--- src/pkg/exc_seq_pkg.sv ---
// constants shared by the exception sequencer and its vector encoder
// assumes a 32-bit core on one 25 MHz clock, registers reached over apb
package exc_seq_pkg;
   // apb register byte offsets
   localparam logic [11:0] sr_off = 12'h000;
   localparam logic [11:0] sp_off = 12'h004;
   localparam logic [11:0] vbr_off = 12'h008;
   localparam logic [11:0] stat_off = 12'h00c;
   // reset values
   localparam logic [15:0] sr_reset = 16'h2700;
   localparam logic [31:0] sp_reset = 32'h0000_0000;
   localparam logic [11:0] vbr_reset = 12'h000;
   // status word bit positions
   localparam int trace_bit = 15;
   localparam int priv_bit = 13;
   localparam int master_bit = 12;
   localparam int ipl_lsb = 8;
   localparam int ipl_msb = 10;
   // vector base: low bits not implemented
   localparam int vbr_lsb = 20;
   // exception kinds presented by the core
   localparam logic [3:0] kind_access = 4'h0;
   localparam logic [3:0] kind_address = 4'h1;
   localparam logic [3:0] kind_illegal = 4'h2;
   localparam logic [3:0] kind_priv = 4'h3;
   localparam logic [3:0] kind_trace = 4'h4;
   localparam logic [3:0] kind_line_a = 4'h5;
   localparam logic [3:0] kind_line_f = 4'h6;
   localparam logic [3:0] kind_debug = 4'h7;
   localparam logic [3:0] kind_format = 4'h8;
   localparam logic [3:0] kind_trap = 4'h9;
   localparam logic [3:0] kind_irq = 4'ha;
   // access fault causes
   localparam logic [1:0] cause_fetch = 2'h0;
   localparam logic [1:0] cause_read = 2'h1;
   localparam logic [1:0] cause_write = 2'h2;
   localparam logic [1:0] cause_protect = 2'h3;
   // fault status codes
   localparam logic [3:0] fs_none = 4'h0;
   localparam logic [3:0] fs_fetch = 4'h4;
   localparam logic [3:0] fs_read = 4'hc;
   localparam logic [3:0] fs_write = 4'h8;
   localparam logic [3:0] fs_protect = 4'h9;
   // vector numbers
   localparam logic [7:0] vec_access = 8'h02;
   localparam logic [7:0] vec_address = 8'h03;
   localparam logic [7:0] vec_illegal = 8'h04;
   localparam logic [7:0] vec_priv = 8'h08;
   localparam logic [7:0] vec_trace = 8'h09;
   localparam logic [7:0] vec_line_a = 8'h0a;
   localparam logic [7:0] vec_line_f = 8'h0b;
   localparam logic [7:0] vec_debug = 8'h0c;
   localparam logic [7:0] vec_format = 8'h0e;
   localparam logic [7:0] vec_spurious = 8'h18;
   localparam logic [7:0] vec_trap0 = 8'h20;
   localparam int vec_count = 256;
   localparam int table_bytes = 1024;
   // frame geometry
   localparam logic [3:0] format_base = 4'h4;
   localparam logic [31:0] pc_slot = 32'h0000_0004;
   localparam logic [31:0] fv_slot = 32'h0000_0008;
endpackage

--- src/exc_vector_calc.sv ---
// internal vector encoder: vector number, fault status, pc choice
// assumes kind codes from the package; purely combinational
module exc_vector_calc (
   input wire logic [3:0] kind,
   input wire logic [3:0] trap_num,
   input wire logic [1:0] cause,
   output logic [7:0] vector,
   output logic [3:0] fault_status,
   output logic use_fault_pc
);
   import exc_seq_pkg::*;

   // one vector per kind except trap, no bus cycle involved
   always_comb begin
      vector = vec_spurious;
      use_fault_pc = 1'b1;
      case (kind) // RULE3
         kind_access: vector = vec_access; // RULE12
         kind_address: vector = vec_address;
         kind_illegal: vector = vec_illegal;
         kind_priv: vector = vec_priv;
         kind_line_a: vector = vec_line_a;
         kind_line_f: vector = vec_line_f;
         kind_format: vector = vec_format;
         kind_trace: begin
            vector = vec_trace; // RULE13
            use_fault_pc = 1'b0;
         end
         kind_debug: begin
            vector = vec_debug;
            use_fault_pc = 1'b0;
         end
         kind_trap: begin
            vector = vec_trap0 + {4'h0, trap_num}; // RULE11
            use_fault_pc = 1'b0;
         end
         default: use_fault_pc = 1'b0; // interrupts take the next pc
      endcase
   end

   // fault status only means something for access and address errors
   always_comb begin
      fault_status = fs_none; // RULE16
      if (kind == kind_access || kind == kind_address) begin
         case (cause) // RULE17 RULE18
            cause_fetch: fault_status = fs_fetch;
            cause_read: fault_status = fs_read;
            cause_write: fault_status = fs_write;
            default: fault_status = fs_protect;
         endcase
      end
   end
endmodule

--- src/exc_sequencer.sv ---
// exception sequencer: status update, vector, frame push, vector fetch
// assumes a memory port answering with mem_ack on the same clock, an
// apb master for the registers, and core inputs on the same clock
//
// How it works
// RULE1: save status word copy, then set supervisor and clear trace
// RULE2: interrupts also clear master state and load the priority mask
// RULE3: non-interrupt vectors come from the exception kind, no bus cycle
// RULE4: interrupts run an acknowledge cycle carrying level; peer returns vector
// RULE5: one stack pointer for all states; frame on four-byte aligned top
// RULE6: frame is two longwords: format/vector plus status, then the pc
// RULE7: handler address read from vector base plus four times vector
// RULE8: sequence ends once the handler's first opcode fetch is issued
// RULE9: table is 1024 bytes of 256 vectors, 64 up are user interrupts
// RULE10: autovectored levels one to seven use vectors 25 to 31, next pc
// RULE11: trap 0 to 15 use vectors 32 to 47, next pc saved
// RULE12: fault pc saved for vectors 2, 3, 4, 8, 10, 11, 14
// RULE13: next pc saved for 9, 12, 15, 24 and 64 to 255
// RULE14: interrupt sampling held off during a handler's first instruction
// RULE15: format 4 to 7 follows stack low bits; stack drops 8 to 11
// RULE16: fault status coded only for access and address errors
// RULE17: fault status 0100 on fetch error, 1100 on operand read
// RULE18: fault status 1000 on write error, 1001 on protected write
// RULE19: frame vector field holds internal or peripheral vector number
// RULE20: low twenty vector base bits read zero, table on 1 MB boundary
// RULE21: trace bit 15, supervisor 13, master 12, mask bits 10 to 8
// RULE22: return with format outside 4 to 7 raises a format error
// RULE23: four phases in strict order, one exception at a time
// RULE24: two aligned stores below the top, pc at the higher address
module exc_sequencer (
   input wire logic pclk,
   input wire logic presetn,
   // apb slave
   input wire logic psel,
   input wire logic penable,
   input wire logic pwrite,
   input wire logic [11:0] paddr,
   input wire logic [31:0] pwdata,
   output logic [31:0] prdata,
   output logic pready,
   output logic pslverr,
   // exception request from the core
   input wire logic exc_valid,
   input wire logic [3:0] exc_kind,
   input wire logic [3:0] exc_trap_num,
   input wire logic [1:0] exc_cause,
   input wire logic [2:0] exc_irq_level,
   input wire logic exc_autovec,
   input wire logic [31:0] exc_fault_pc,
   input wire logic [31:0] exc_next_pc,
   output logic exc_ready,
   // return-from-exception format check
   input wire logic rte_valid,
   input wire logic [31:0] rte_frame,
   input wire logic [31:0] rte_pc,
   output logic rte_ok,
   // memory master
   output logic mem_req,
   output logic mem_wr,
   output logic mem_interrupt_ack_cycle,
   output logic [31:0] mem_addr,
   output logic [31:0] mem_wdata,
   input wire logic [31:0] mem_rdata,
   input wire logic mem_ack,
   input wire logic mem_err,
   // handler entry
   output logic handler_go,
   output logic [31:0] handler_pc,
   input wire logic first_instr_done,
   output logic irq_inhibit,
   output logic [15:0] status_word,
   output logic halted
);
   import exc_seq_pkg::*;

   typedef enum logic [2:0] {
      st_idle, st_status, st_vector, st_interrupt_ack_cycle, st_push_pc, st_push_fv,
      st_fetch, st_enter
   } seq_state_e;

   seq_state_e state;
   logic [31:0] stack_pointer_reg;
   logic [31:vbr_lsb] vector_base_reg;
   logic [15:0] saved_sr;
   logic [3:0] kind;
   logic [3:0] trap_num;
   logic [1:0] cause;
   logic [2:0] irq_level;
   logic autovec;
   logic [31:0] fault_pc;
   logic [31:0] next_pc;
   logic [7:0] vector;
   logic [3:0] fault_status_field;
   logic use_fault_pc;
   logic [7:0] last_vector;
   logic [3:0] last_format;
   logic [7:0] calc_vector;
   logic [3:0] calc_fs;
   logic calc_fault_pc;
   logic is_irq;
   logic [31:0] aligned_top;
   logic [3:0] format_field;
   logic [31:0] frame_pc;
   logic [31:0] frame_fv;
   logic [3:0] rte_format;
   logic rte_bad;
   logic start_exc;
   logic start_fmt;
   logic apb_wr;
   logic apb_rd;
   logic own_regs;

   exc_vector_calc u_calc (
      .kind(kind),
      .trap_num(trap_num),
      .cause(cause),
      .vector(calc_vector),
      .fault_status(calc_fs),
      .use_fault_pc(calc_fault_pc)
   );

   // frame geometry from the stack pointer at the time of the exception
   assign is_irq = (kind == kind_irq);
   assign aligned_top = {stack_pointer_reg[31:2], 2'b00}; // RULE5
   assign format_field = format_base + {2'b00, stack_pointer_reg[1:0]}; // RULE15
   assign frame_pc = use_fault_pc ? fault_pc : next_pc; // RULE12 RULE13
   // format, fs high, vector, fs low, then the saved status word
   assign frame_fv = {format_field, fault_status_field[3:2], vector,
      fault_status_field[1:0], saved_sr}; // RULE6 RULE19
   assign rte_format = rte_frame[31:28];
   assign rte_bad = (rte_format < format_base) ||
      (rte_format > format_base + 4'h3); // RULE22
   // requests only taken while idle: one exception at a time
   assign start_exc = (state == st_idle) && !halted && exc_valid; // RULE23
   assign start_fmt = (state == st_idle) && !halted && !exc_valid &&
      rte_valid && rte_bad; // RULE22
   assign apb_wr = psel && penable && pwrite;
   assign apb_rd = psel && !penable && !pwrite;
   // software may not move the stack or status while a frame is built
   assign own_regs = (state != st_idle);

   // sequencer state, phases strictly in order
   always_ff @(posedge pclk or negedge presetn) begin
      if (!presetn) begin
         state <= st_idle;
      end else if (mem_req && mem_ack && mem_err) begin
         state <= st_idle; // fault during processing halts the core
      end else begin
         case (state) // RULE23
            st_idle: if (start_exc || start_fmt) state <= st_status;
            st_status: state <= is_irq ? st_interrupt_ack_cycle : st_vector;
            st_vector: state <= st_push_pc;
            st_interrupt_ack_cycle: if (mem_ack) state <= st_push_pc;
            st_push_pc: if (mem_ack) state <= st_push_fv;
            st_push_fv: if (mem_ack) state <= st_fetch;
            st_fetch: if (mem_ack) state <= st_enter;
            default: state <= st_idle;
         endcase
      end
   end

   // capture of the request so the core may move on
   always_ff @(posedge pclk or negedge presetn) begin
      if (!presetn) begin
         kind <= kind_access;
         trap_num <= 4'h0;
         cause <= cause_fetch;
         irq_level <= 3'h0;
         autovec <= 1'b0;
         fault_pc <= 32'h0000_0000;
         next_pc <= 32'h0000_0000;
      end else if (start_exc) begin
         kind <= exc_kind;
         trap_num <= exc_trap_num;
         cause <= exc_cause;
         irq_level <= exc_irq_level;
         autovec <= exc_autovec;
         fault_pc <= exc_fault_pc;
         next_pc <= exc_next_pc;
      end else if (start_fmt) begin
         kind <= kind_format; // stacked pc points at the return itself
         fault_pc <= rte_pc;
         next_pc <= rte_pc;
      end
   end

   // status word: phase one, or a software write when idle
   always_ff @(posedge pclk or negedge presetn) begin
      if (!presetn) begin
         status_word <= sr_reset;
         saved_sr <= sr_reset;
      end else if (state == st_status) begin
         saved_sr <= status_word; // RULE1
         status_word[priv_bit] <= 1'b1; // RULE21
         status_word[trace_bit] <= 1'b0;
         if (is_irq) begin
            status_word[master_bit] <= 1'b0; // RULE2
            status_word[ipl_msb:ipl_lsb] <= irq_level;
         end
      end else if (apb_wr && !own_regs && paddr == sr_off) begin
         status_word <= pwdata[15:0];
      end
   end

   // vector number and fault status: phase two
   always_ff @(posedge pclk or negedge presetn) begin
      if (!presetn) begin
         vector <= 8'h00;
         fault_status_field <= fs_none;
         use_fault_pc <= 1'b0;
      end else if (state == st_vector) begin
         vector <= calc_vector; // RULE3
         fault_status_field <= calc_fs;
         use_fault_pc <= calc_fault_pc;
      end else if (state == st_interrupt_ack_cycle && mem_ack) begin
         // autovector: level n maps onto 24 + n
         vector <= autovec ? vec_spurious + {5'h00, irq_level} // RULE10
            : mem_rdata[7:0]; // RULE4 RULE19
         fault_status_field <= fs_none; // RULE16
         use_fault_pc <= 1'b0; // RULE13
      end
   end

   // the single stack pointer: drops to the lower frame slot once pushed
   always_ff @(posedge pclk or negedge presetn) begin
      if (!presetn) begin
         stack_pointer_reg <= sp_reset;
      end else if (state == st_push_fv && mem_ack && !mem_err) begin
         stack_pointer_reg <= aligned_top - fv_slot; // RULE15
      end else if (apb_wr && !own_regs && paddr == sp_off) begin
         stack_pointer_reg <= pwdata;
      end
   end

   // vector base, only the top twelve bits exist
   always_ff @(posedge pclk or negedge presetn) begin
      if (!presetn) begin
         vector_base_reg <= vbr_reset;
      end else if (apb_wr && !own_regs && paddr == vbr_off) begin
         vector_base_reg <= pwdata[31:vbr_lsb]; // RULE20
      end
   end

   // memory master: acknowledge cycle, two stores, one vector read
   always_ff @(posedge pclk or negedge presetn) begin
      if (!presetn) begin
         mem_req <= 1'b0;
         mem_wr <= 1'b0;
         mem_interrupt_ack_cycle <= 1'b0;
         mem_addr <= 32'h0000_0000;
         mem_wdata <= 32'h0000_0000;
      end else if (mem_req && !mem_ack) begin
         mem_req <= 1'b1; // hold the request until answered
      end else if (mem_req && mem_ack && mem_err) begin
         mem_req <= 1'b0;
         mem_wr <= 1'b0;
         mem_interrupt_ack_cycle <= 1'b0;
      end else if (state == st_status && is_irq) begin
         mem_req <= 1'b1; // RULE4
         mem_wr <= 1'b0;
         mem_interrupt_ack_cycle <= 1'b1;
         mem_addr <= {28'h0000_000, 1'b0, irq_level};
      end else if (state == st_vector ||
         (state == st_interrupt_ack_cycle && mem_ack)) begin
         mem_req <= 1'b1; // RULE24
         mem_wr <= 1'b1;
         mem_interrupt_ack_cycle <= 1'b0;
         mem_addr <= aligned_top - pc_slot;
         mem_wdata <= next_pc;
         if (state == st_vector && calc_fault_pc) begin
            mem_wdata <= fault_pc; // RULE12
         end
      end else if (state == st_push_pc && mem_ack) begin
         mem_req <= 1'b1; // RULE6
         mem_wr <= 1'b1;
         mem_addr <= aligned_top - fv_slot; // RULE24
         mem_wdata <= frame_fv;
      end else if (state == st_push_fv && mem_ack) begin
         mem_req <= 1'b1; // RULE7
         mem_wr <= 1'b0;
         mem_addr <= {vector_base_reg, 10'h000, vector, 2'b00}; // RULE9
      end else begin
         mem_req <= 1'b0;
         mem_wr <= 1'b0;
         mem_interrupt_ack_cycle <= 1'b0;
      end
   end

   // handler entry: first opcode fetch issued with the fetched vector
   always_ff @(posedge pclk or negedge presetn) begin
      if (!presetn) begin
         handler_go <= 1'b0;
         handler_pc <= 32'h0000_0000;
      end else begin
         handler_go <= (state == st_fetch) && mem_ack && !mem_err; // RULE8
         if (state == st_fetch && mem_ack) begin
            handler_pc <= mem_rdata; // RULE7
         end
      end
   end

   // interrupt sampling held off until the first instruction retires;
   // a new entry in the same cycle as the retire drops the hold for one cycle
   always_ff @(posedge pclk or negedge presetn) begin
      if (!presetn) begin
         irq_inhibit <= 1'b0;
      end else if (state == st_status) begin
         irq_inhibit <= 1'b1; // RULE14
      end else if (first_instr_done && state == st_idle) begin
         irq_inhibit <= 1'b0;
      end
   end

   // sequencer busy and handshake back to the core
   always_ff @(posedge pclk or negedge presetn) begin
      if (!presetn) begin
         exc_ready <= 1'b0;
         rte_ok <= 1'b0;
      end else begin
         exc_ready <= (state == st_idle) && !start_exc && !start_fmt &&
            !halted;
         rte_ok <= (state == st_idle) && !halted && !exc_valid &&
            rte_valid && !rte_bad; // RULE22
      end
   end

   // fault while a frame is built is fatal until reset
   always_ff @(posedge pclk or negedge presetn) begin
      if (!presetn) begin
         halted <= 1'b0;
      end else if (mem_req && mem_ack && mem_err) begin
         halted <= 1'b1;
      end
   end

   // record of the last frame built, for software to inspect
   always_ff @(posedge pclk or negedge presetn) begin
      if (!presetn) begin
         last_vector <= 8'h00;
         last_format <= 4'h0;
      end else if (state == st_push_pc && mem_ack) begin
         last_vector <= vector;
         last_format <= format_field;
      end
   end

   // apb read data, decoded in the setup phase so it is ready in access
   always_ff @(posedge pclk or negedge presetn) begin
      if (!presetn) begin
         prdata <= 32'h0000_0000;
         pslverr <= 1'b0;
      end else if (psel && !penable) begin
         prdata <= 32'h0000_0000;
         pslverr <= 1'b0;
         if (paddr == sr_off) begin
            if (apb_rd) prdata <= {16'h0000, status_word};
         end else if (paddr == sp_off) begin
            if (apb_rd) prdata <= stack_pointer_reg;
         end else if (paddr == vbr_off) begin
            if (apb_rd) prdata <= {vector_base_reg, 20'h00000}; // RULE20
         end else if (paddr == stat_off) begin
            if (apb_rd) begin
               prdata <= {16'h0000, last_vector, last_format, 2'b00,
                  halted, own_regs};
            end
         end else begin
            pslverr <= 1'b1;
         end
      end else if (!psel) begin
         pslverr <= 1'b0;
      end
   end

   // zero wait states: every access completes in its first access cycle
   always_ff @(posedge pclk or negedge presetn) begin
      if (!presetn) begin
         pready <= 1'b0;
      end else begin
         pready <= psel && !penable;
      end
   end
endmodule

--- config.mk ---
export PLATFORM = sky130hd
export DESIGN_NAME = exc_sequencer
export DESIGN_NICKNAME = d
export VERILOG_FILES = /design/src/pkg/exc_seq_pkg.sv /design/src/exc_vector_calc.sv /design/src/exc_sequencer.sv
export SDC_FILE = /design/constraint.sdc
export NUM_CORES = 1
export LEC_CHECK = 0
export BUFFER_PORTS_ARGS = -buffer_cell sky130_fd_sc_hd__buf_2
export CAP_MARGIN = 20
export CORE_ASPECT_RATIO = 1.75
export CORE_MARGIN = 2
export CORE_UTILIZATION = 35
export DETAILED_ROUTE_END_ITERATION = 16
export GPL_ROUTABILITY_DRIVEN = 0
export GPL_TIMING_DRIVEN = 0
export PLACE_DENSITY_LB_ADDON = 0.05
export RECOVER_POWER = 25
export SLEW_MARGIN = 20
export SYNTH_ARGS = -nofsm -noshare
export SYNTH_HDL_FRONTEND = slang
export SYNTH_SLANG_ARGS = --single-unit
--- constraint.sdc ---
create_clock -name pclk -period 3.1 [get_ports pclk]
set_clock_uncertainty 0.1 [all_clocks]
set_input_delay 0.155 -clock pclk [delete_from_list [all_inputs] [get_ports pclk]]
set_output_delay 0.155 -clock pclk [all_outputs]
set_load 0.1 [all_outputs]
==> summary.md, run 1 <==
| Metric | Value |
|---|---|
| Status | `finished, violations left` |
| Failing checks | `capacitance limit, slew limit, setup timing` |
| Syn Nets | `around 1800` |
| Via count | `roughly 14000` |
| Pin count of the biggest net entering global routing | `96` |
| Synth unique cells | `70` |
| Top-count cell post-synth | `nand2_1` |
| Crit path capture type | `flop` |
| Clk root buf | `clkbuf_16` |
| Hold slack | `0.0436 ns` |
| Final period util | `1.00` |
| Seq cells post-synth | `~320` |
| Most frequent cells after synthesis | `nand2_1 (319), dfrtp_1 (309), o21ai_0 (175)` |
| Worst Hold Class | `in -> reg` |
| Max Cap Viol | `1` |
| Critical Path AT | `between 3 and 4 ns` |
| Cell count after synthesis | `around 1600` |
| Crit path largest cell delay | `about 0.46 ns` |
| Starting DRT DRC Count | `715` |
| I/O Pins | `between 300 and 400` |
| CTS buffer count | `34` |
| Number of synthesized flops with an enable pin | `0` |
| Mapped cell area | `roughly 0.015 mm^2` |
| Vias in the first global route | `15100` |
| Syn_area_per_cell | `between 9 and 10 um^2` |
| Multi-input logic area | `around 0.0067 mm^2` |
| Via density | `~5.2` |
| Hold Startpoint | `exc_valid` |
| TritonCTS clock tree | `yes` |
| CTS Sinks | `317` |
| Minimum clock period | `3.11 ns` |
| Seq. cell area | `around 0.0079 mm^2` |
| Max Freq | `0.321 GHz` |
| Post-route ant nets | `0` |
| Worst R2R End | `stack_pointer_reg[25]` |
| H-tree levels | `2` |
| CP delay by family, top | `simple AND/OR/NAND/NOR gates` |
| Power Density | `1050 mW/mm^2` |
| Port-buffer cells | `around 350` |
| Setup WS post-layout | `-0.0105 ns` |
| Share of cells above drive strength 1 | `0.215` |
| CP required | `about 3.4 ns` |
| Unrepaired setup endpoints after global routing | `no` |
| Worst hold stages | `4` |
| First-pass GRT wire length | `between 80000 and 90000 um` |
| Core area | `approximately 0.043 mm^2` |
| Num rows | `100` |
| Syn-to-layout area delta | `35.9%` |
| Ys async rst share | `1.00` |
| Max VDD drop | `1.03 mV` |
| # fillers | `4234` |
| Syn. warnings | `0` |
| Rel. slew slack | `-0.0814` |
| Setup tns final | `-0.0287 ns` |
| Skew-Pair Late Insertion Delay | `between 0.5 and 0.6 ns` |
| Initial antenna violation count | `0` |
| Final Setup Violations | `4` |
| Per-cell routed wire length | `between 20 and 25 um` |
| Reg-to-reg slack, setup | `-0.01 ns` |
| CTS max path bufs | `3` |
| Worst-path fanout max | `10` |
| Worst-path clk slew | `0.06 ns` |
| Top FF cell, synth | `dfrtp_1` |
| R2r startpoint | `state[0]` |
| WS Path Type | `reg -> reg` |
| Slowest cell on crit path | `nor3_1` |
| Router iterations before antenna repair | `8` |
| GRT Resource Usage Total | `0.264` |
| Die span in y | `around 280 um` |
| Final number of max-transition violations | `61` |
| WP buf/inv | `2` |
| DRC viols | `0` |
| Worst-path cell chain | `clkbuf_1 > nor2b_1 > nand4_1 > nor3_1 > nand2b_2 > buf_2 > o21ai_0 > a221o_1` |
| Die Wd | `between 150 and 200 um` |
| DIE AREA | `~0.045 mm^2` |
| Detailed Route WL | `a little under 60000 um` |
| Seq/Total Area, Yosys | `0.524` |
| Yosys top cell by area | `dfrtp_1` |
| GRT overflow | `0` |
| Kind of start point of the critical path | `flop` |
| Pleak | `0.00951 uW` |
| Initial core utilization | `0.355` |
| Fin nets | `2399` |
| Hold endpoint | `exc_ready` |
| Final HPWL DP | `about 46000 um` |
| Worst Max-Slew Pin Slew | `approximately 1.6 ns` |
| Top post-synthesis cells by area | `dfrtp_1 (51%), nand2_1 (7.9%), o21ai_0 (5.8%), mux2_2 (4.3%), a21oi_1 (3.6%)` |
| Fin. Hold Viols | `0` |
| Worst R2R Path Depth | `8` |
| Share of the synthesized area in the top cell type | `0.510` |
[cells in the final DEF, fill, tap and decap left out, types with 29 or more instances in the layout]
master         netlist  final
nand2_1            319    319
buf_2               25    316
dfrtp_1            309    309
dlygate4sd3_1        0    186
o21ai_0            175    175
clkbuf_1            85    149
a21oi_1            108    108
nor2_1              82     80
mux2_2              58     58
mux2i_1             44     44
a22oi_1             41     41
and2_1              36     36
clkbuf_16            0     34
nor3_1              30     29
[worst reg2reg max path: cells and delay by family (launching register included)]
kind / cells / cell delay [ns]
and+or+nand+nor: 4 / 1.28
DFF: 1 / 0.43
buffers and inverters: 2 / 0.72
AOI/OAI and AO/OA: 2 / 0.46
[logic make-up (layout without fill, tap and decap cells)]
logic type,count (synthesis),count (layout),share of synthesized area
buffers and inverters,139,737,0.0382
flip-flops,317,317,0.524
XOR/XNOR,26,26,0.0150
adder cells (fa/ha/maj),3,3,0.00248
AND/OR/NAND/NOR,572,572,0.174
other,0,1,0
AO/OA/AOI/OAI,432,432,0.174
multiplexers,102,102,0.0722
[metrics by stage]
stage / utilization / total power [uW] / worst slack, ns / cells / instance area [um^2]
2_1_floorplan: - / 14500 / 0.699 / 1591 / 15100
3_3_place_gp: 0.413 / 17300 / -4.62 / 2503 / 17600
3_5_place_dp: 0.415 / 17400 / -0.330 / 2506 / 17700
4_1_cts: 0.484 / 21700 / 0.00411 / 2750 / 20600
5_1_grt: 0.482 / 22600 / 0.00120 / 2750 / 20600
6_report: 0.482 / 21600 / -0.0105 / 2751 / 20600
[power breakdown]
group | total, uW | internal (uW) | switching [uW]
Sequential | 6460 | 5500 | 966
Clock | 4020 | 2270 | 1750
Combinational | 11100 | 2610 | 8460
[worst max path at each step]
stage	startpoint	to	slack, ns	depth (start not counted)
finish	state[0]	stack_pointer_reg[25]	-0.01	8
global route	state[0]	stack_pointer_reg[25]	0.001	8
CTS	state[1]	fault_pc[12]	0.004	7
detailed placement	state[1]	stack_pointer_reg[25]	-0.33	7
global placement	presetn	fault_pc[9]	-4.62	1
floorplan	stack_pointer_reg[4]	stack_pointer_reg[29]	0.70	9
[timing repair]
item	4_1_cts	5_1_grt
gates resized for setup	3	9
pin swaps	1	1
hold buffers	186	0
buffers inserted	1	0
setup endpoints to repair	32	51
hold endpoints to repair	318	0
[per-layer routing]
metal	track usage	share of wire	wire [um]	vias up
met5	0	0	0	-
met4	0.144	0.061	3630	0
met3	0.0309	0.040	2420	154
met2	0.507	0.54	32400	478
met1	0.275	0.36	21200	6975
li1	-	-	-	6762
[cell type report]
type | count | area share
inverters | 13 | 0.00237
multi-input cells | 1135 | 0.324
flip-flops and latches | 317 | 0.386
plain buffers | 126 | 0.0260
clock buffers | 48 | 0.0473
well taps | 561 | 0.0341
clock inverters | 9 | 0.00407
repair buffers | 541 | 0.177
diodes | 1 | 0.000122
Power figures use the tool's default switching activity.
==> inputs of run 2 (changes only) <==
--- a/config.mk
+++ b/config.mk
@@ -9,7 +9,7 @@
 export CAP_MARGIN = 20
 export CORE_ASPECT_RATIO = 1.75
 export CORE_MARGIN = 2
-export CORE_UTILIZATION = 35
+export CORE_UTILIZATION = 54
 export DETAILED_ROUTE_END_ITERATION = 16
 export GPL_ROUTABILITY_DRIVEN = 0
 export GPL_TIMING_DRIVEN = 0
@@ -19,3 +19,4 @@
 export SYNTH_ARGS = -nofsm -noshare
 export SYNTH_HDL_FRONTEND = slang
 export SYNTH_SLANG_ARGS = --single-unit
+export TNS_END_PERCENT = 100
==> summary.md, run 2 (synthesis results as in run 1) <==
| Metric | Value |
|---|---|
| Port-buffer cells | `351 (unchanged)` |
| Status | `finished, violations left` |
| Post-Place Worst Slack | `-0.0806 ns (+0.250 ns)` |
| Per-cell routed wire length | `21.9 um (+0.85%)` |
| Setup crit end | `next_pc[26]` |
| Vias in the first global route | `16000 (+6.1%)` |
| GRT Resource Usage Total | `0.383 (+0.119)` |
| Syn-to-layout area delta | `35.4%` |
| Via density | `5.90 (+13%)` |
| Worst Max-Slew Pin Slew | `1.68 ns (+0.0586 ns)` |
| Final Setup Violations | `0 (-4)` |
| WS Path Type | `reg -> reg` |
| Clk root buf | `clkbuf_16` |
| Final HPWL DP | `39500 um (-13%)` |
| Detailed Route WL | `56500 um (-5.3%)` |
| Worst-path fanout max | `10 (unchanged)` |
| Minimum clock period | `3.01 ns (-0.0967 ns)` |
| Num rows | `81 (-19%)` |
| Rel. slew slack | `-0.120 (-0.0391)` |
| Setup WS post-layout | `0.0863 ns (+0.0967 ns)` |
| Skew-Pair Late Insertion Delay | `0.56 ns (+0.02 ns)` |
| Crit path capture type | `flop` |
| Commonest non-fill, non-tap cell in the layout | `buf_2` |
| Total power | `21300 uW (-1.2%)` |
| Via count | `15200 (+6.0%)` |
| DRC viols | `0 (unchanged)` |
| Unrepaired setup endpoints after global routing | `no` |
| Setup tns final | `0 ns (+0.0287 ns)` |
| Kind of start point of the critical path | `flop` |
| CP Launch Point | `state[0]` |
| Pleak | `0.00969 uW (+1.9%)` |
| R2r startpoint | `state[0]` |
| H-tree levels | `1 (-1)` |
| Post-route ant nets | `0 (unchanged)` |
| Worst-path clk slew | `0.07 ns (about the same)` |
| Cell repeated most along the worst path | `clkbuf_1` |
| Post-route insts no fill | `2582 (-6.1%)` |
| Placed Instances | `2318 (-7.5%)` |
| Slowest cell on crit path | `dlygate4sd3_1` |
| Worst-path cell chain | `nor4_2 > and2_1 > clkbuf_1 > clkbuf_1 > a21oi_1 > dlygate4sd3_1 > o21ai_0` |
| Initial core utilization | `0.546 (+0.190)` |
| DIE AREA | `0.0295 mm^2 (-35%)` |
| Met1 Wirelength | `18500 um (-13%)` |
| Worst hold stages | `4 (unchanged)` |
| GRT overflow | `0 (unchanged)` |
| Die span in y | `226 um (-19%)` |
| Highest routed layer | `met4` |
| CTS buffer count | `29 (-15%)` |
| Pin count of the biggest net entering global routing | `99 (+3.1%)` |
| Max VDD drop | `1.48 mV (+44%)` |
| Die Wd | `131 um (-19%)` |
| Routed length on met3 | `3670 um (+52%)` |
| CTS max path bufs | `3 (unchanged)` |
| Starting DRT DRC Count | `1077 (+51%)` |
| Power Density | `1040 mW/mm^2 (-0.87%)` |
| Worst R2R End | `next_pc[26]` |
| TritonCTS clock tree | `yes` |
| First-pass GRT wire length | `85600 um (-4.7%)` |
| Max Cap Viol | `1 (unchanged)` |
| Router iterations before antenna repair | `9 (+1)` |
| Worst Hold Class | `in -> reg` |
| Met2 wire length | `29500 um (-9.0%)` |
| Crit path largest cell delay | `0.58 ns (+0.12 ns)` |
| Initial antenna violation count | `1 (+1)` |
| # fillers | `2093 (-51%)` |
| Core area | `0.0278 mm^2 (-35%)` |
| CP required | `3.46 ns (+0.06 ns)` |
| Share of cells above drive strength 1 | `0.229 (+0.0144)` |
| Ant diodes | `0 (-1)` |
| Max Freq | `0.332 GHz (+3.2%)` |
| Reg-to-reg slack, setup | `0.09 ns (+0.10 ns)` |
| Fin. Hold Viols | `0 (unchanged)` |
| Worst R2R Path Depth | `7 (-1)` |
| CTS Sinks | `317 (unchanged)` |
| Final period util | `0.972 (-0.0312)` |
| Commonest cells after routing, fill and taps aside | `buf_2 (352), nand2_1 (319), dfrtp_1 (309), dlygate4sd3_1 (209), o21ai_0 (175)` |
| Critical Path AT | `3.37 ns (-0.04 ns)` |
| Final number of max-transition violations | `68 (+11%)` |
| I/O Pins | `382 (unchanged)` |
| Failing checks | `capacitance limit, slew limit` |
| Fin nets | `2418 (+0.79%)` |
run 2: worst min path at each step:
stage,from,endpoint,slack (ns)
final,paddr[2],prdata[1],0.03
after CTS,mem_ack,mem_wr,0.009
after global routing,paddr[2],prdata[1],0.05
after floorplan,presetn,autovec,-0.24
after global placement,exc_cause[1],cause[1],0.25
after detailed placement,presetn,pready,0.04
run 2: metrics by stage:
stage                util  hold WS, ns  cell area, um^2
floorplan               -       -0.241            15100
global placement    0.626        0.251            17400
detailed placement  0.629       0.0359            17500
CTS                 0.739      0.00893            20500
global route        0.739       0.0486            20500
finish              0.739       0.0281            20500
run 2: metal layers:
layer,vias to the layer above,GRT usage
li1,6791,-
met1,7346,0.392
met2,821,0.689
met3,274,0.0623
met4,0,0.274
met5,-,0
run 2: worst max-delay path: cells and delay by family, from the launching register on:
family / cells / cell delay (ns)
compound gates: 2 / 0.33
flops: 1 / 0.44
buf+inv: 3 / 1.27
simple gates: 2 / 0.76
run 2: area by class of cell:
cell class / instances / area [um^2] / share of cell area
inverters: 13 / 48.8 / 0.00238
clock inverters: 12 / 119 / 0.00580
repair buffers: 565 / 3900 / 0.190
clock buffers: 41 / 831 / 0.0405
well taps: 373 / 467 / 0.0228
plain buffers: 126 / 536 / 0.0261
flip-flops and latches: 317 / 7940 / 0.387
multi-input cells: 1135 / 6660 / 0.325
run 2: what timing repair did:
item	4_1_cts	5_1_grt
pin swaps	1	1
buffers inserted	1	1
setup endpoints to repair	11	89
hold buffers	209	0
cloned	0	0
endpoints found under the hold margin	347	0
resized for setup	2	13
run 2: power breakdown:
group / internal, uW / total (uW) / switching [uW]
Combinational: 2690 / 11200 / 8460
Clock: 2030 / 3650 / 1620
Sequential: 5500 / 6480 / 986
==> inputs of run 3 (changes only) <==
--- a/config.mk
+++ b/config.mk
@@ -9,7 +9,7 @@
 export CAP_MARGIN = 20
 export CORE_ASPECT_RATIO = 1.75
 export CORE_MARGIN = 2
-export CORE_UTILIZATION = 54
+export CORE_UTILIZATION = 49
 export DETAILED_ROUTE_END_ITERATION = 16
 export GPL_ROUTABILITY_DRIVEN = 0
 export GPL_TIMING_DRIVEN = 0
==> constraint.sdc (replaced) <==
create_clock -name pclk -period 2.4 [get_ports pclk]
set_clock_uncertainty 0.1 [all_clocks]
set_input_delay 0.12 -clock pclk [delete_from_list [all_inputs] [get_ports pclk]]
set_output_delay 0.12 -clock pclk [all_outputs]
set_load 0.1 [all_outputs]
==> summary.md, run 3 (synthesis results as in run 1) <==
| Metric | Value |
|---|---|
| Worst hold stages | `6 (+2)` |
| Vias in the first global route | `15700 (-2.2%)` |
| Pleak | `0.0102 uW (+4.9%)` |
| WP buf/inv | `1 (-2)` |
| Hold endpoint | `exc_ready` |
| Commonest non-fill, non-tap cell in the layout | `buf_2` |
| DIE AREA | `0.0324 mm^2 (+9.9%)` |
| Final Setup Violations | `0 (unchanged)` |
| Pin count of the biggest net entering global routing | `94 (-5.1%)` |
| Worst R2R End | `mem_addr[20]` |
| Worst-path clk slew | `0.07 ns (about the same)` |
| Core occupancy in the finished layout | `0.697 (-0.0415)` |
| R2r startpoint | `stack_pointer_reg[11]` |
| Port-buffer cells | `351 (unchanged)` |
| Initial antenna violation count | `0 (-1)` |
| Crit path capture type | `flop` |
| Fin. Hold Viols | `0 (unchanged)` |
| Skew-Pair Late Insertion Delay | `0.59 ns (+0.03 ns)` |
| DRC viols | `0 (unchanged)` |
| Crit path largest cell delay | `0.61 ns (+0.03 ns)` |
| Starting DRT DRC Count | `1013 (-5.9%)` |
| CP delay by family, top | `simple AND/OR/NAND/NOR gates` |
| Ant diodes | `0 (unchanged)` |
| Power Density | `1400 mW/mm^2 (+35%)` |
| TritonCTS clock tree | `yes` |
| Area after DPL | `0.0175 mm^2 (+0.18%)` |
| Die Wd | `137 um (+4.8%)` |
| Design area | `0.0214 mm^2 (+4.1%)` |
| Rel. slew slack | `0.105 (+0.226)` |
| Setup WS post-layout | `0.0107 ns (-0.0756 ns)` |
| Fin nets | `2436 (+0.74%)` |
| Via count | `15100 (-0.97%)` |
| Worst Hold Class | `in -> reg` |
| Per-cell routed wire length | `22.0 um (+0.79%)` |
| Num rows | `85 (+4.9%)` |
| CTS max path bufs | `3 (unchanged)` |
| First-pass GRT wire length | `87000 um (+1.6%)` |
| Final HPWL DP | `40700 um (+3.1%)` |
| Kind of start point of the critical path | `flop` |
| Hold Startpoint | `rte_frame[31]` |
| CP required | `2.76 ns (-0.70 ns)` |
| Status | `completed` |
| CTS Sinks | `317 (unchanged)` |
| Minimum clock period | `2.39 ns (-0.624 ns)` |
| Unrepaired setup endpoints after global routing | `yes` |
| Core area | `0.0306 mm^2 (+10%)` |
| GRT Resource Usage Total | `0.354 (-0.0290)` |
| Max Freq | `0.419 GHz (+26%)` |
| Router iterations before antenna repair | `6 (-3)` |
| Hold slack | `0.0540 ns (+0.0259 ns)` |
| Post-route insts no fill | `2619 (+1.4%)` |
| Clk root buf | `clkbuf_16` |
| Slowest cell on crit path | `or4_4` |
| Initial core utilization | `0.495 (-0.0509)` |
| GRT overflow | `0 (unchanged)` |
| Critical Path AT | `2.75 ns (-0.62 ns)` |
| # fillers | `2417 (+15%)` |
| Final period util | `0.996 (+0.0234)` |
| Worst-path cell chain | `or4_4 > nor4_4 > buf_4 > nand3_4 > xnor2_2 > o221ai_2 > o21ai_1` |
| Worst-path fanout max | `8 (-2)` |
| Share of cells above drive strength 1 | `0.299 (+0.0703)` |
| Final number of max-transition violations | `0 (-100%)` |
| Syn-to-layout area delta | `40.9%` |
| Reg-to-reg slack, setup | `0.01 ns (-0.08 ns)` |
| Post-Place Worst Slack | `-0.875 ns (-0.794 ns)` |
| Worst R2R Path Depth | `7 (unchanged)` |
| Post-route ant nets | `0 (unchanged)` |
| Worst Max-Slew Pin Slew | `1.34 ns (-0.338 ns)` |
| Max VDD drop | `1.58 mV (+6.8%)` |
| I/O Pins | `382 (unchanged)` |
| H-tree levels | `1 (unchanged)` |
| WS Path Type | `reg -> reg` |
| Detailed Route WL | `57700 um (+2.2%)` |
| Commonest cells after routing, fill and taps aside | `buf_2 (364), nand2_1 (317), dfrtp_1 (297), dlygate4sd3_1 (186), o21ai_0 (173)` |
| CTS buffer count | `31 (+6.9%)` |
| Max Cap Viol | `0 (-1)` |
| Via density | `5.76 (-2.4%)` |
| Placed Instances | `2336 (+0.78%)` |
| Die span in y | `237 um (+4.9%)` |
[run 3: layer usage]
metal / wire [um] / global-route usage / part of all wire
met1: 19700 / 0.371 / 0.34
met2: 30200 / 0.637 / 0.52
met3: 3530 / 0.0614 / 0.061
met4: 4330 / 0.228 / 0.075
met5: 0 / 0 / 0
[run 3: repair_timing]
| item | CTS | global route |
|---|---|---|
| gates resized for setup | 100 | 90 |
| endpoints found under the setup margin | 244 | 231 |
| buffers inserted | 24 | 29 |
| endpoints found under the hold margin | 409 | 0 |
| pin swaps | 14 | 18 |
| cloned | 0 | 1 |
| hold buffers | 187 | 0 |
[run 3: how the worst max path moves through the flow]
stage | from | endpoint | slack (ns) | cells after the start
global route | stack_pointer_reg[2] | mem_addr[20] | -0.12 | 9
CTS | stack_pointer_reg[3] | stack_pointer_reg[29] | -0.01 | 8
floorplan | mem_req | mem_addr[17] | 0.005 | 7
global placement | presetn | mem_wdata[10] | -4.86 | 1
finish | stack_pointer_reg[11] | mem_addr[20] | 0.01 | 7
detailed placement | state[1] | stack_pointer_reg[29] | -0.87 | 7
[run 3: cell type report]
class	count	area [um^2]	share of cell area
inverter	13	48.8	0.00229
sequential	317	7960	0.373
multi-input combinational	1135	7020	0.329
timing repair buffer	595	4090	0.192
tap	391	489	0.0229
clock buffer	42	907	0.0425
clock inverter	14	186	0.00873
buffer	112	651	0.0305
[run 3: tightest hold or removal path, delay by kind of cell]
kind	cells	cell delay (ns)
and+or+nand+nor	5	0.52
buffers and inverters	1	0.07
[run 3: report_power, final]
part           switching [uW]  internal (uW)
Clock                    2200           3070
Sequential               1420           7120
Combinational           11500           4530
[run 3: stage by stage]
stage               total power, uW  TNS (ns)
floorplan                     18700         0
global placement              21900  -1603.57
detailed placement            22200    -95.39
CTS                           28700   -0.0213
global route                  31000    -0.873
finish                        29800         0
